**config.mk**
```make
export PLATFORM = sky130hd
export DESIGN_NAME = bmc_boot_ctrl
export DESIGN_NICKNAME = d
export VERILOG_FILES = /design/src/verilog/bmc_pkg.sv /design/src/verilog/bmc_boot_ctrl.sv /design/src/verilog/bmc_copy_eng.sv
export VERILOG_INCLUDE_DIRS = /design/src /design/src/verilog
export SDC_FILE = /design/constraint.sdc
export NUM_CORES = 1
export LEC_CHECK = 0
export BUFFER_PORTS_ARGS = -buffer_cell sky130_fd_sc_hd__buf_2
export CAP_MARGIN = 20
export CORE_MARGIN = 8
export CORE_UTILIZATION = 35
export DETAILED_ROUTE_END_ITERATION = 6
export PLACE_DENSITY_LB_ADDON = 0.2
export REMOVE_ABC_BUFFERS = 1
export SYNTH_ARGS = -nofsm -noshare
export SYNTH_HDL_FRONTEND = slang
export SYNTH_SLANG_ARGS = --single-unit
```
**constraint.sdc**
```tcl
create_clock -name I_SYS_CLK -period 2.5 [get_ports I_SYS_CLK]
set_clock_uncertainty 0.05 [all_clocks]
set_input_delay 0.125 -clock I_SYS_CLK [delete_from_list [all_inputs] [get_ports I_SYS_CLK]]
set_output_delay 0.125 -clock I_SYS_CLK [all_outputs]
set_load 0.005 [all_outputs]
```
**src/verilog/bmc_consts.svh**
```systemverilog
// Purpose: shared constants of the boot mode controller
// Assumes: included by bare name from the design files
// Notes: byte addresses on the register port, host-space addresses
`ifndef BMC_CONSTS_SVH
`define BMC_CONSTS_SVH

// register port byte offsets
`define BMC_A_CTRL 8'h00
`define BMC_A_STATUS 8'h04
`define BMC_A_EV_STAT 8'h08
`define BMC_A_EV_CLR 8'h0c
`define BMC_A_EV_EN 8'h10

// control register: write one clears the host interrupt bit
`define BMC_CTRL_HINT_CLR 0

// host port control register, seen in the host address space
`define BMC_HCTL_ADDR 32'h01f0_0000
`define BMC_HCTL_HINT 0

// event bits of the sticky status register
`define BMC_EV_DONE 0
`define BMC_EV_HINT 1
`define BMC_EV_HREJ 2
`define BMC_EV_W 3

// boot copy geometry
`define BMC_BOOT_ADDR 32'h0000_0000
`define BMC_ROM_BASE 32'h6400_0000
`define BMC_ROM_BYTES 1024

`endif

```
**src/verilog/bmc_pkg.sv**
```systemverilog
// Purpose: types of the boot mode controller
// Assumes: nothing is imported; users write bmc_pkg::name
// Notes: binary codes written out
package bmc_pkg;

  // sampled boot mode; code 2'h3 is reserved and decoded as no boot
  typedef enum logic [1:0] {
    MODE_NONE = 2'h0,
    MODE_HOST = 2'h1,
    MODE_EMEM = 2'h2
  } bmc_mode_t;

  // top-level boot sequence
  typedef enum logic [2:0] {
    ST_SAMPLE = 3'h0,
    ST_HOST = 3'h1,
    ST_COPY = 3'h2,
    ST_SDRAM = 3'h3,
    ST_RUN = 3'h4
  } bmc_state_t;

  // rom-to-memory copy engine
  typedef enum logic [2:0] {
    CP_IDLE = 3'h0,
    CP_REQ = 3'h1,
    CP_WAIT = 3'h2,
    CP_WR = 3'h3,
    CP_DONE = 3'h4
  } bmc_cp_state_t;

endpackage

```
**src/verilog/bmc_boot_ctrl.sv**
```systemverilog
// Purpose: boot sequencing: reset hold, mode sampling, cpu stall release
// Assumes: host ports and register port synchronous to I_SYS_CLK
// Notes: host reads answer three cycles after the strobe
// Operation
// - hold everything in reset while reset low
// - start with sampled configuration after release
// - three modes: host, memory copy, none
// - host boot stalls cpu, releases the rest
// - host reaches all memory while stalled
// - host port select picks parallel or pci
// - that bit releases stall, fetch from zero
// - boot-ending host interrupt not pending at cpu
// - bit releases stall only in host mode
// - no new host interrupt until cpu clears
// - memory boot copies rom block to zero
// - pack four rom bytes into one word
// - copy is one single-frame block transfer
// - copy completion releases the cpu stall
// - no boot runs directly from address zero
// - no boot waits for sdram initialization
//
// The address map and the strobed register port were left to the implementer.
`timescale 1ns/1ps
`include "bmc_consts.svh"
module bmc_boot_ctrl #(
  parameter int ROM_BYTES = `BMC_ROM_BYTES,
  parameter logic [31:0] ROM_BASE = `BMC_ROM_BASE,
  parameter logic [31:0] HCTL_ADDR = `BMC_HCTL_ADDR
) (
  input wire logic I_SYS_CLK,
  input wire logic I_ARST_N,
  input wire logic [1:0] I_BOOT_MODE,
  input wire logic I_HOST_PORT_SEL,
  input wire logic I_BIG_ENDIAN,
  input wire logic I_SDRAM_USED,
  input wire logic I_SDRAM_INIT_DONE,
  input wire logic I_HP_WR,
  input wire logic I_HP_RD,
  input wire logic [31:0] I_HP_ADDR,
  input wire logic [31:0] I_HP_WDATA,
  input wire logic I_PCI_WR,
  input wire logic I_PCI_RD,
  input wire logic [31:0] I_PCI_ADDR,
  input wire logic [31:0] I_PCI_WDATA,
  output logic [31:0] O_HOST_RDATA,
  output logic O_MEM_WR,
  output logic O_MEM_RD,
  output logic [31:0] O_MEM_ADDR,
  output logic [31:0] O_MEM_WDATA,
  input wire logic [31:0] I_MEM_RDATA,
  output logic O_ROM_RD,
  output logic [31:0] O_ROM_ADDR,
  input wire logic [7:0] I_ROM_DATA,
  input wire logic I_ROM_VALID,
  output logic O_CPU_STALL,
  output logic O_CPU_START,
  output logic [31:0] O_CPU_PC,
  output logic O_CPU_HOST_INT,
  output logic O_PERIPH_RST_N,
  input wire logic [7:0] I_REG_ADDR,
  input wire logic [31:0] I_REG_WDATA,
  input wire logic I_REG_WR,
  input wire logic I_REG_RD,
  output logic [31:0] O_REG_RDATA,
  output logic O_IRQ
);
  bmc_pkg::bmc_state_t state_ff;
  bmc_pkg::bmc_state_t nxt_state;
  bmc_pkg::bmc_mode_t mode_ff;
  logic sel_ff;
  logic big_ff;
  logic sdram_ff;
  logic hint_ff;
  logic start_ff;
  logic hostint_ff;
  logic prst_n_ff;
  logic [31:0] pc_ff;
  logic mem_wr_ff;
  logic mem_rd_ff;
  logic [31:0] mem_addr_ff;
  logic [31:0] mem_wdata_ff;
  logic hrd1_ff;
  logic hrd2_ff;
  logic hctl1_ff;
  logic hctl2_ff;
  logic [31:0] host_rdata_ff;
  logic [31:0] reg_rdata_ff;
  logic [`BMC_EV_W-1:0] ev_stat_ff;
  logic [`BMC_EV_W-1:0] ev_en_ff;
  logic [`BMC_EV_W-1:0] ev_set;
  logic h_wr;
  logic h_rd;
  logic [31:0] h_addr;
  logic [31:0] h_wdata;
  logic h_en;
  logic h_ctl;
  logic h_set;
  logic hint_clr;
  logic in_run;
  logic copying;
  logic cp_done;
  logic cp_mem_wr;
  logic [31:0] cp_mem_addr;
  logic [31:0] cp_mem_wdata;

  // strap code to boot mode; reserved code falls back to no boot
  function automatic bmc_pkg::bmc_mode_t bmc_decode_mode(input logic [1:0] code);
    case (code)
      2'h1: bmc_decode_mode = bmc_pkg::MODE_HOST;
      2'h2: bmc_decode_mode = bmc_pkg::MODE_EMEM;
      default: bmc_decode_mode = bmc_pkg::MODE_NONE;
    endcase
  endfunction

  // host port selection from the sampled select strap
  assign h_wr = sel_ff ? I_PCI_WR : I_HP_WR;
  assign h_rd = sel_ff ? I_PCI_RD : I_HP_RD;
  assign h_addr = sel_ff ? I_PCI_ADDR : I_HP_ADDR;
  assign h_wdata = sel_ff ? I_PCI_WDATA : I_HP_WDATA;

  // host traffic counts only in host mode once the straps are taken
  assign h_en = (mode_ff == bmc_pkg::MODE_HOST) && (state_ff != bmc_pkg::ST_SAMPLE);
  assign h_ctl = (h_addr == HCTL_ADDR);
  assign h_set = h_en && h_wr && h_ctl && h_wdata[`BMC_HCTL_HINT];
  assign hint_clr = I_REG_WR && (I_REG_ADDR == `BMC_A_CTRL)
    && I_REG_WDATA[`BMC_CTRL_HINT_CLR];
  assign in_run = (state_ff == bmc_pkg::ST_RUN);
  assign copying = (state_ff == bmc_pkg::ST_COPY);

  // next boot state
  always_comb begin
    nxt_state = state_ff;
    case (state_ff)
      bmc_pkg::ST_SAMPLE: begin
        case (bmc_decode_mode(I_BOOT_MODE))
          bmc_pkg::MODE_HOST: nxt_state = bmc_pkg::ST_HOST;
          bmc_pkg::MODE_EMEM: nxt_state = bmc_pkg::ST_COPY;
          default: nxt_state = bmc_pkg::ST_SDRAM;
        endcase
      end
      bmc_pkg::ST_HOST: begin
        if (h_set) begin
          nxt_state = bmc_pkg::ST_RUN;
        end
      end
      bmc_pkg::ST_COPY: begin
        if (cp_done) begin
          nxt_state = bmc_pkg::ST_RUN;
        end
      end
      bmc_pkg::ST_SDRAM: begin
        if (!sdram_ff || I_SDRAM_INIT_DONE) begin
          nxt_state = bmc_pkg::ST_RUN;
        end
      end
      bmc_pkg::ST_RUN: nxt_state = bmc_pkg::ST_RUN;
      default: nxt_state = bmc_pkg::ST_SAMPLE;
    endcase
  end

  // boot state register
  always_ff @(posedge I_SYS_CLK or negedge I_ARST_N) begin
    if (!I_ARST_N) begin
      state_ff <= bmc_pkg::ST_SAMPLE;
    end else begin
      state_ff <= nxt_state;
    end
  end

  // straps caught on the first edge after release, then frozen
  always_ff @(posedge I_SYS_CLK or negedge I_ARST_N) begin
    if (!I_ARST_N) begin
      mode_ff <= bmc_pkg::MODE_NONE;
      sel_ff <= 1'b0;
      big_ff <= 1'b0;
      sdram_ff <= 1'b0;
    end else if (state_ff == bmc_pkg::ST_SAMPLE) begin
      mode_ff <= bmc_decode_mode(I_BOOT_MODE);
      sel_ff <= I_HOST_PORT_SEL;
      big_ff <= I_BIG_ENDIAN;
      sdram_ff <= I_SDRAM_USED;
    end
  end

  // cpu release: one start pulse, fetch address zero
  always_ff @(posedge I_SYS_CLK or negedge I_ARST_N) begin
    if (!I_ARST_N) begin
      start_ff <= 1'b0;
      pc_ff <= 32'h0;
      prst_n_ff <= 1'b0;
    end else begin
      start_ff <= (nxt_state == bmc_pkg::ST_RUN) && !in_run;
      pc_ff <= `BMC_BOOT_ADDR;
      prst_n_ff <= 1'b1;
    end
  end

  // host interrupt bit: set wins over the cpu clear, except a set refused after boot while the bit is already set
  always_ff @(posedge I_SYS_CLK or negedge I_ARST_N) begin
    if (!I_ARST_N) begin
      hint_ff <= 1'b0;
    end else if (h_set && !(in_run && hint_ff)) begin
      hint_ff <= 1'b1;
    end else if (hint_clr) begin
      hint_ff <= 1'b0;
    end
  end

  // cpu interrupt only after boot and only while the bit is clear
  always_ff @(posedge I_SYS_CLK or negedge I_ARST_N) begin
    if (!I_ARST_N) begin
      hostint_ff <= 1'b0;
    end else begin
      hostint_ff <= h_set && in_run && !hint_ff;
    end
  end

  // memory port: copy engine while copying, host forwarding otherwise
  always_ff @(posedge I_SYS_CLK or negedge I_ARST_N) begin
    if (!I_ARST_N) begin
      mem_wr_ff <= 1'b0;
      mem_rd_ff <= 1'b0;
      mem_addr_ff <= 32'h0;
      mem_wdata_ff <= 32'h0;
    end else if (copying) begin
      mem_wr_ff <= cp_mem_wr;
      mem_rd_ff <= 1'b0;
      mem_addr_ff <= cp_mem_addr;
      mem_wdata_ff <= cp_mem_wdata;
    end else begin
      mem_wr_ff <= h_en && h_wr && !h_ctl;
      mem_rd_ff <= h_en && h_rd && !h_ctl;
      mem_addr_ff <= h_addr;
      mem_wdata_ff <= h_wdata;
    end
  end

  // host read pipeline: strobe, memory read, data capture
  always_ff @(posedge I_SYS_CLK or negedge I_ARST_N) begin
    if (!I_ARST_N) begin
      hrd1_ff <= 1'b0;
      hrd2_ff <= 1'b0;
      hctl1_ff <= 1'b0;
      hctl2_ff <= 1'b0;
      host_rdata_ff <= 32'h0;
    end else begin
      hrd1_ff <= h_en && h_rd && !copying;
      hctl1_ff <= h_ctl;
      hrd2_ff <= hrd1_ff;
      hctl2_ff <= hctl1_ff;
      if (hrd2_ff && hctl2_ff) begin
        host_rdata_ff <= 32'(hint_ff) << `BMC_HCTL_HINT;
      end else if (hrd2_ff) begin
        host_rdata_ff <= I_MEM_RDATA;
      end
    end
  end

  // boot copy engine
  bmc_copy_eng #(
    .ROM_BYTES(ROM_BYTES),
    .ROM_BASE(ROM_BASE)
  ) u_copy (
    .i_clk(I_SYS_CLK),
    .i_arst_n(I_ARST_N),
    .i_go(copying),
    .i_big_endian(big_ff),
    .o_rom_rd(O_ROM_RD),
    .o_rom_addr(O_ROM_ADDR),
    .i_rom_data(I_ROM_DATA),
    .i_rom_valid(I_ROM_VALID),
    .o_mem_wr(cp_mem_wr),
    .o_mem_addr(cp_mem_addr),
    .o_mem_wdata(cp_mem_wdata),
    .o_done(cp_done)
  );

  // events: boot done, host interrupt taken, host interrupt refused
  assign ev_set[`BMC_EV_DONE] = start_ff;
  assign ev_set[`BMC_EV_HINT] = hostint_ff;
  assign ev_set[`BMC_EV_HREJ] = h_set && in_run && hint_ff;

  // sticky event bits, set wins over write-one clear
  for (genvar i = 0; i < `BMC_EV_W; i++) begin : g_ev
    always_ff @(posedge I_SYS_CLK or negedge I_ARST_N) begin
      if (!I_ARST_N) begin
        ev_stat_ff[i] <= 1'b0;
      end else if (ev_set[i]) begin
        ev_stat_ff[i] <= 1'b1;
      end else if (I_REG_WR && I_REG_ADDR == `BMC_A_EV_CLR && I_REG_WDATA[i]) begin
        ev_stat_ff[i] <= 1'b0;
      end
    end
  end

  // event enable register
  always_ff @(posedge I_SYS_CLK or negedge I_ARST_N) begin
    if (!I_ARST_N) begin
      ev_en_ff <= '0;
    end else if (I_REG_WR && I_REG_ADDR == `BMC_A_EV_EN) begin
      ev_en_ff <= I_REG_WDATA[`BMC_EV_W-1:0];
    end
  end

  // register read data, one cycle after the read strobe
  always_ff @(posedge I_SYS_CLK or negedge I_ARST_N) begin
    if (!I_ARST_N) begin
      reg_rdata_ff <= 32'h0;
    end else if (I_REG_RD) begin
      case (I_REG_ADDR)
        `BMC_A_STATUS: reg_rdata_ff <= {22'h0, sdram_ff, big_ff, hint_ff,
          O_CPU_STALL, sel_ff, mode_ff, state_ff};
        `BMC_A_EV_STAT: reg_rdata_ff <= 32'(ev_stat_ff);
        `BMC_A_EV_EN: reg_rdata_ff <= 32'(ev_en_ff);
        default: reg_rdata_ff <= 32'h0;
      endcase
    end else begin
      reg_rdata_ff <= 32'h0;
    end
  end

  // outputs
  assign O_CPU_STALL = !in_run;
  assign O_CPU_START = start_ff;
  assign O_CPU_PC = pc_ff;
  assign O_CPU_HOST_INT = hostint_ff;
  assign O_PERIPH_RST_N = prst_n_ff;
  assign O_MEM_WR = mem_wr_ff;
  assign O_MEM_RD = mem_rd_ff;
  assign O_MEM_ADDR = mem_addr_ff;
  assign O_MEM_WDATA = mem_wdata_ff;
  assign O_HOST_RDATA = host_rdata_ff;
  assign O_REG_RDATA = reg_rdata_ff;
  assign O_IRQ = |(ev_stat_ff & ev_en_ff);
endmodule

```
**src/verilog/bmc_copy_eng.sv**
```systemverilog
// Purpose: single-frame block copy of the boot rom to address zero
// Assumes: rom answers each read with one i_rom_valid pulse
// Notes: bytes packed four to a word in the selected byte order
`timescale 1ns/1ps
`include "bmc_consts.svh"
module bmc_copy_eng #(
  parameter int ROM_BYTES = `BMC_ROM_BYTES,
  parameter logic [31:0] ROM_BASE = `BMC_ROM_BASE
) (
  input wire logic i_clk,
  input wire logic i_arst_n,
  input wire logic i_go,
  input wire logic i_big_endian,
  output logic o_rom_rd,
  output logic [31:0] o_rom_addr,
  input wire logic [7:0] i_rom_data,
  input wire logic i_rom_valid,
  output logic o_mem_wr,
  output logic [31:0] o_mem_addr,
  output logic [31:0] o_mem_wdata,
  output logic o_done
);
  localparam int BW = $clog2(ROM_BYTES);

  bmc_pkg::bmc_cp_state_t state_ff;
  logic [BW-1:0] cnt_ff;
  logic [31:0] word_ff;
  logic [1:0] lane;
  logic last;

  // byte lane of the current byte, per system byte order
  assign lane = i_big_endian ? 2'h3 - cnt_ff[1:0] : cnt_ff[1:0];
  assign last = (cnt_ff == BW'(ROM_BYTES - 1));

  // request, write and completion strobes
  assign o_rom_rd = (state_ff == bmc_pkg::CP_REQ);
  assign o_rom_addr = ROM_BASE + 32'(cnt_ff);
  assign o_mem_wr = (state_ff == bmc_pkg::CP_WR);
  assign o_mem_addr = `BMC_BOOT_ADDR + 32'({cnt_ff[BW-1:2], 2'b00});
  assign o_mem_wdata = word_ff;
  assign o_done = o_mem_wr && last;

  // byte walk: read, collect four bytes, write one word
  always_ff @(posedge i_clk or negedge i_arst_n) begin
    if (!i_arst_n) begin
      state_ff <= bmc_pkg::CP_IDLE;
      cnt_ff <= '0;
    end else begin
      case (state_ff)
        bmc_pkg::CP_IDLE: begin
          cnt_ff <= '0;
          if (i_go) begin
            state_ff <= bmc_pkg::CP_REQ;
          end
        end
        bmc_pkg::CP_REQ: state_ff <= bmc_pkg::CP_WAIT;
        bmc_pkg::CP_WAIT: begin
          if (i_rom_valid && cnt_ff[1:0] == 2'h3) begin
            state_ff <= bmc_pkg::CP_WR;
          end else if (i_rom_valid) begin
            cnt_ff <= cnt_ff + BW'(1);
            state_ff <= bmc_pkg::CP_REQ;
          end
        end
        bmc_pkg::CP_WR: begin
          if (last) begin
            state_ff <= bmc_pkg::CP_DONE;
          end else begin
            cnt_ff <= cnt_ff + BW'(1);
            state_ff <= bmc_pkg::CP_REQ;
          end
        end
        bmc_pkg::CP_DONE: begin
          if (!i_go) begin
            state_ff <= bmc_pkg::CP_IDLE;
          end
        end
        default: state_ff <= bmc_pkg::CP_IDLE;
      endcase
    end
  end

  // byte packer
  always_ff @(posedge i_clk or negedge i_arst_n) begin
    if (!i_arst_n) begin
      word_ff <= 32'h0;
    end else if (state_ff == bmc_pkg::CP_WAIT && i_rom_valid) begin
      word_ff[{lane, 3'b000} +: 8] <= i_rom_data;
    end
  end
endmodule

```
Yosys cells after proc, flatten, opt, wreduce, memory -nomap -nowiden
Index checks and enable logic that the tools add are counted.
{ "word_totals": {"word_cells": 144, "n_memories": 0, "output_inout_bits": 200, "rom_bits": 0, "register_bits": 197, "ramBits": 0, "latchBits": 0} }
{ "classes": {"reduce_logical": 45, "shift": 2, "mul": 0, "magnitude_cmp": 0, "n_eq_ne": 27, "n_div": 0, "add_sub_neg": 4, "mux": 39, "bitwise_logic": 1} }
{ "ops": {"columns": ["operator", "n"], "rows": [
  ["two-way mux 32 bit", 7],
  ["one-hot mux 10 bit (3 select lines)", 2],
  ["adder 31 x 10 -> 32 bit (first input constant)", 1],
  ["bitwise mux 32 bit", 1],
  ["equality test 32 x 25 -> 1 bit (second input constant)", 1],
  ["variable shift 8 x 7 -> 32 bit (first input constant)", 1],
  ["indexed part select 8 x 7 -> 32 bit", 1],
  ["two-way mux 10 bit", 3],
  ["one-hot mux 3 bit (5 select lines)", 2],
  ["logical AND 1 bit", 25],
  ["two-way mux 3 bit", 8],
  ["equality test 8 x 4 -> 1 bit (second input constant)", 2],
  ["equality test 3 x 2 -> 1 bit (second input constant)", 4],
  ["two-way mux 1 bit", 12],
  ["adder 10 x 1 -> 10 bit (second input constant)", 1],
  ["equality test 10 bit (second input constant)", 1],
  ["nonzero test 2 bit", 5],
  ["equality test 3 bit (second input constant)", 3],
  ["equality test 8 x 3 -> 1 bit (second input constant)", 1],
  ["equality test 8 x 5 -> 1 bit (second input constant)", 1],
  ["zero test 8 bit", 1],
  ["inequality test 2 bit (second input constant)", 4],
  ["one-hot mux 2 bit (2 select lines)", 2],
  ["negation 5 -> 7 bit", 1],
  ["other kinds (15)", 28]
]} }

Longest topological paths before layout
{ "logic_depth": {"ltp_word": 9, "ltp_mapped": 7} }

By module
From an unflattened synthesis, not the netlist that was laid out.
{ "hier_totals": {"cells_unflattened": 891, "hier_area_um2": 8747.1} }
{ "by_module_without_submodules": {"columns": ["module", "instances", "area_each_um2", "cells_each"], "rows": [
  ["bmc_boot_ctrl", 1, 6208.5, 632],
  ["bmc_copy_eng", 1, 2538.7, 259]
]} }

Least setup slack after synthesis
No wires, ideal clock.
{ "synth_timing": {"path_kind": "flip-flop to flip-flop", "start": "register u_copy.cnt_ff[0]", "end": "register u_copy.word_ff[10] (netlist: u_copy.o_mem_wdata[10])", "path_slack_ns": 0.383, "arrival_time_ns": 2.000, "period_less_slack_ns": 2.117, "path_stages_with_launch": 6, "path_cell_list": "dfrtp_1 -> xnor2_2 -> inv_1 -> ha_1 -> nor4_4 -> a22o_1"} }
{ "synth_between": {"elab_chain_cells": 5, "word_cells_on_any_way": 6, "classes_between": "add/sub: 2; shift: 2; mux: 2"} }
{ "synth_rtl": {"columns": ["element", "line_no", "rtl"], "rows": [
  ["from (decl)", "bmc_copy_eng.sv:26", "logic [BW-1:0] cnt_ff;"],
  ["from (signal assigned)", "bmc_copy_eng.sv:61", "cnt_ff <= cnt_ff + BW'(1);"],
  ["from (signal assigned)", "bmc_copy_eng.sv:69", "cnt_ff <= cnt_ff + BW'(1);"],
  ["subtractor 2 bit", "bmc_copy_eng.sv:32", "assign lane = i_big_endian ? 2'h3 - cnt_ff[1:0] : cnt_ff[1:0];"],
  ["two-way mux 2 bit (*)", "bmc_copy_eng.sv:32", null],
  ["negation 5 -> 7 bit (*)", "bmc_copy_eng.sv:88", "word_ff[{lane, 3'b000} +: 8] <= i_rom_data;"],
  ["indexed part select 8 x 7 -> 32 bit or variable shift 8 x 7 -> 32 bit (tied branches)", "bmc_copy_eng.sv:88", null],
  ["bitwise mux 32 bit (*)", "bmc_copy_eng.sv:88", null],
  ["to (signal, indexed assignment)", "bmc_copy_eng.sv:88", null],
  ["to (decl)", "bmc_copy_eng.sv:27", "logic [31:0] word_ff;"]
]} }
Mark *: on every way between the ends. The rest lies on a longest branch, timed or not.
A chain may end at the register's enable or synchronous reset.

Worst setup path in the final report
{ "layout_timing": {"start": "register u_copy.cnt_ff[0]", "end": "register u_copy.cnt_ff[9]"} }
{ "layout_between": {"elab_chain_cells": 4, "word_cells_on_any_way": 11, "classes_between": "add/sub: 1; eq/ne: 4; mux: 4; reduce/logical: 2"} }
{ "layout_rtl": {"columns": ["element", "line_no"], "rows": [
  ["adder 10 x 1 -> 10 bit or equality test 2 bit (tied branches)", "bmc_copy_eng.sv:61, bmc_copy_eng.sv:69, bmc_copy_eng.sv:58"],
  ["two-way mux 10 bit or logical AND 1 bit (tied branches)", "bmc_copy_eng.sv:60, bmc_copy_eng.sv:58"],
  ["two-way mux 10 bit or inequality test 2 bit (tied branches)", null],
  ["one-hot mux 10 bit (3 select lines) or AND reduction 4 bit (tied branches)", null]
]} }
Parallel ways exist; a longest one is shown, timed or not. The select of a mux whose other input is x is not followed.

==> summary.md <==
| Metric | Value |
|---|---|
| Reg2reg end | `u_copy.cnt_ff[9]` |
| I/O pins | `423` |
| Sequential fraction of the synthesis area | `53.5%` |
| Ys flop type | `dfrtp_1` |
| Total negative slack | `0 ps` |
| R2R cell count | `6` |
| Post-Synthesis Cells | `784` |
| CP endpoint | `u_copy.cnt_ff[9]` |
| Measured slew at the worst slew-check pin | `640 ps` |
| Final Hold Fails | `0` |
| CTS tree | `done` |
| Pwr/cell area | `545 nW/um2` |
| Final ANT Viol Nets | `0` |
| GRT Residual Overflow | `0` |
| Final #Nets | `1504` |
| Die Ht | `169 um` |
| CTS clk-pin slew, worst paths | `~70 ps` |
| Clk sinks | `~180` |
| Drt pass-1 iters | `4` |
| Synth Cell Area | `8190 um2` |
| Via count | `7233` |
| Initial Util | `approximately a third` |
| Initial antenna violation count | `2` |
| Largest net degree at the start of global routing | `around 110` |
| Max-slew violations | `0` |
| Endpoint type of the worst setup path | `flip-flop` |
| Worst EP arrival | `2460 ps` |
| Share of layout cells above drive strength 1 | `just under 30%` |
| Die extent in x | `between 150 and 200 um` |
| Clk_lat worst skew | `between 400 and 500 ps` |
| Drt total wl | `27.3 mm` |
| Critical path origin | `u_copy.cnt_ff[0]` |
| Row count | `56` |
| Worst R2R Start | `u_copy.cnt_ff[0]` |
| CP Class | `flip-flop to flip-flop` |
| Critical path peak fanout | `8` |
| First-pass GRT wire length | `around 43 mm` |
| Vias in the first global route | `7974` |
| FF-to-FF setup slack | `340 ps` |
| Final setup viols | `0` |
| Min-delay worst type | `input port to flip-flop` |
| Syn avg cell area | `10.4 um2` |
| RSZ-0062 raised after global routing | `false` |
| Placed insts | `1399` |
| Layout area overhead | `49.6%` |
| Core area | `between 20000 and 25000 um2` |
| Post-route DRC | `0` |
| Final non-filler cell total | `about 1600` |
| GR Util All Layers | `around a fifth` |
| Die area | `28500 um2` |
| Crit share post-route | `86.5%` |
| Worst relative slew slack | `57.0%` |
| Placer Congestion | `approximately 0.86` |
| Worst Path Required | `2800 ps` |
| TritonCTS buffer count | `17` |
| CP Launch Type | `flip-flop` |
| PortBufs | `317` |
| H-tree depth | `4` |
| Worst vdd ir | `0.358 mV` |
| PnR worst setup slack | `338 ps` |
| Dpl ws | `326 ps` |
| Fraction of registers with async set/reset | `100%` |
| Iter 0 DRT Violations | `366` |
| Root Buffer | `clkbuf_16` |
| FF+latch count, synth | `~180` |
| FILL cells | `about 2100` |
| Worst-case clock buffer depth | `2` |
| Placed wire-length estimate | `19.6 mm` |
| Leakage | `6.38 nW` |
| Min Tclk post-route | `roughly 2200 ps` |
| Maxcap violations | `0` |
| F_max | `0.462 GHz` |
| Status | `finished, final reports clean` |
| WL/cell | `17.0 um` |
| Vias/cell | `between 4 and 5` |
| Syn. warnings | `0` |
| Layout Utilization | `a little over half` |
| Synth unique cells | `54` |
| Post-synth EDFFs | `0` |
==> cell families after synthesis <==
family / after synthesis / synth area share [%]
AOI/OAI and AO/OA: 150 / 11.7
adders and majority gates: 6 / 0.917
DFF: 175 / 53.5
buffers and inverters: 150 / 10.5
other: 2 / 0.0917
muxes: 72 / 8.88
xor gates and xnor gates: 7 / 0.840
and+or+nand+nor: 222 / 13.5
==> synthesized netlist by cell type (2+ instances only) <==
| cell | instances | share of area [%] |
|---|---|---|
| nand2b_1 | 4 | 0.31 |
| nor4_4 | 2 | 0.52 |
| inv_1 | 41 | 1.9 |
| a21oi_1 | 10 | 0.61 |
| clkbuf_1 | 22 | 1.0 |
| nor2b_1 | 5 | 0.38 |
| ha_1 | 6 | 0.92 |
| or3_1 | 4 | 0.31 |
| nand3_1 | 6 | 0.37 |
| nor4_1 | 12 | 0.92 |
| conb_1 | 2 | 0.092 |
| nand3b_1 | 2 | 0.18 |
| mux2_2 | 5 | 0.69 |
| buf_4 | 77 | 7.1 |
| a211oi_1 | 3 | 0.27 |
| buf_1 | 2 | 0.092 |
| and3_1 | 2 | 0.15 |
| and4b_1 | 3 | 0.37 |
| a21o_1 | 3 | 0.27 |
| nand4b_1 | 3 | 0.32 |
| xnor2_1 | 6 | 0.64 |
| a22o_1 | 33 | 3.5 |
| a22oi_1 | 4 | 0.37 |
| o31ai_1 | 4 | 0.37 |
| nor4b_1 | 4 | 0.43 |
| dfrtp_1 | 175 | 53 |
| mux2i_1 | 67 | 8.2 |
| nand2_1 | 95 | 4.4 |
| nor2_1 | 50 | 2.3 |
| a2111oi_0 | 3 | 0.32 |
| nor3_1 | 4 | 0.24 |
| and2_1 | 9 | 0.69 |
| and3b_1 | 2 | 0.21 |
| nand4_1 | 6 | 0.46 |
| nand2_2 | 3 | 0.23 |
| buf_2 | 7 | 0.43 |
| o211ai_1 | 2 | 0.18 |
| o21ai_0 | 80 | 4.9 |
==> sequential cells by signal, indices dropped and copies added, names as in the netlist, 2 cells and up <==
signal,flops
O_HOST_RDATA,32
ev_stat_ff,3
u_copy.state_ff,3
ev_en_ff,3
O_MEM_WDATA,32
u_copy.o_mem_wdata,32
u_copy.cnt_ff,10
O_MEM_ADDR,32
state_ff,3
O_REG_RDATA,10
mode_ff,2
==> timing repair <==
action                    in CTS  in global routing
hold endpoints to repair     202                  0
hold buffers                 176                  0
gates resized for setup        0                  0
setup buffers                  0                  0
==> critical path: stages (launching register included) <==
cell	delay, ps
dfrtp_1	470
ha_1	290
nor2b_1	160
o21bai_1	220
a2111o_1	450
or3_1	320
a21oi_1	140
==> stage by stage <==
stage	instance area (um2)	hold WS, ps	total power [W]
finish	12300	6.60	0.00668
global route	12300	12.7	0.00701
CTS	12300	5.53	0.00677
detailed placement	9910	108	0.00393
global placement	9910	101	0.00391
floorplan	7760	-221	0.00346
==> layout by cell type, fill, tap and decap left out, drive strengths merged, types with 4 or more instances in the layout <==
cell / instances
a22o: 33
nor4b: 5
and2: 9
ha: 6
clkinv: 8
nor2b: 5
dlygate4sd3: 176
conb: 77
nor4: 14
nor2: 51
nor3: 5
o21ai: 80
xnor2: 7
or3: 4
buf: 330
nand3: 6
clkbuf: 17
mux2i: 67
a22oi: 4
nand2b: 4
a21oi: 10
inv: 47
o31ai: 5
nand4: 6
mux2: 5
dfrtp: 175
nand2: 99
==> worst min path at each step <==
| stage | start | to | slack (ps) | cells past startpoint |
|---|---|---|---|---|
| 2_1_floorplan | I_ARST_N | O_CPU_HOST_INT | -220 | 0 |
| 3_3_place_gp | I_ARST_N | ev_en_ff[2] | 100 | 1 |
| 3_5_place_dp | I_ARST_N | ev_en_ff[1] | 110 | 1 |
| 4_1_cts | I_PCI_WDATA[0] | O_MEM_WDATA[0] | 6 | 3 |
| 5_1_grt | I_HP_WDATA[10] | O_MEM_WDATA[10] | 10 | 3 |
| 6_report | I_HP_WDATA[10] | O_MEM_WDATA[10] | 7 | 3 |
==> cell type report <==
| cell class | count | area [um2] | share of cell area, % |
|---|---|---|---|
| antenna | 1 | 2.50 | 0.0204 |
| clock buffer | 17 | 425 | 3.47 |
| clock inverter | 15 | 150 | 1.23 |
| inverter | 41 | 154 | 1.26 |
| multi-input combinational | 534 | 3240 | 26.4 |
| sequential | 175 | 4380 | 35.8 |
| tap | 319 | 399 | 3.26 |
| timing repair buffer | 506 | 3500 | 28.6 |
==> where the power goes <==
part	internal, W	switching, W	total, W
Sequential	0.00299	0.0000920	0.00308
Clock	0.00133	0.00126	0.00259
Combinational	0.000538	0.000471	0.00101
Total	0.00486	0.00182	0.00668
==> per-layer routing <==
layer  GRT usage [%]  wire (um)  vias to the layer above
met5               0         13                        -
met4            4.89        400                        2
met3            5.15       1600                       28
met2            33.3      13900                      223
met1            22.3      11400                     3458
li1                -          -                     3522
Power figures use the tool's default switching activity.
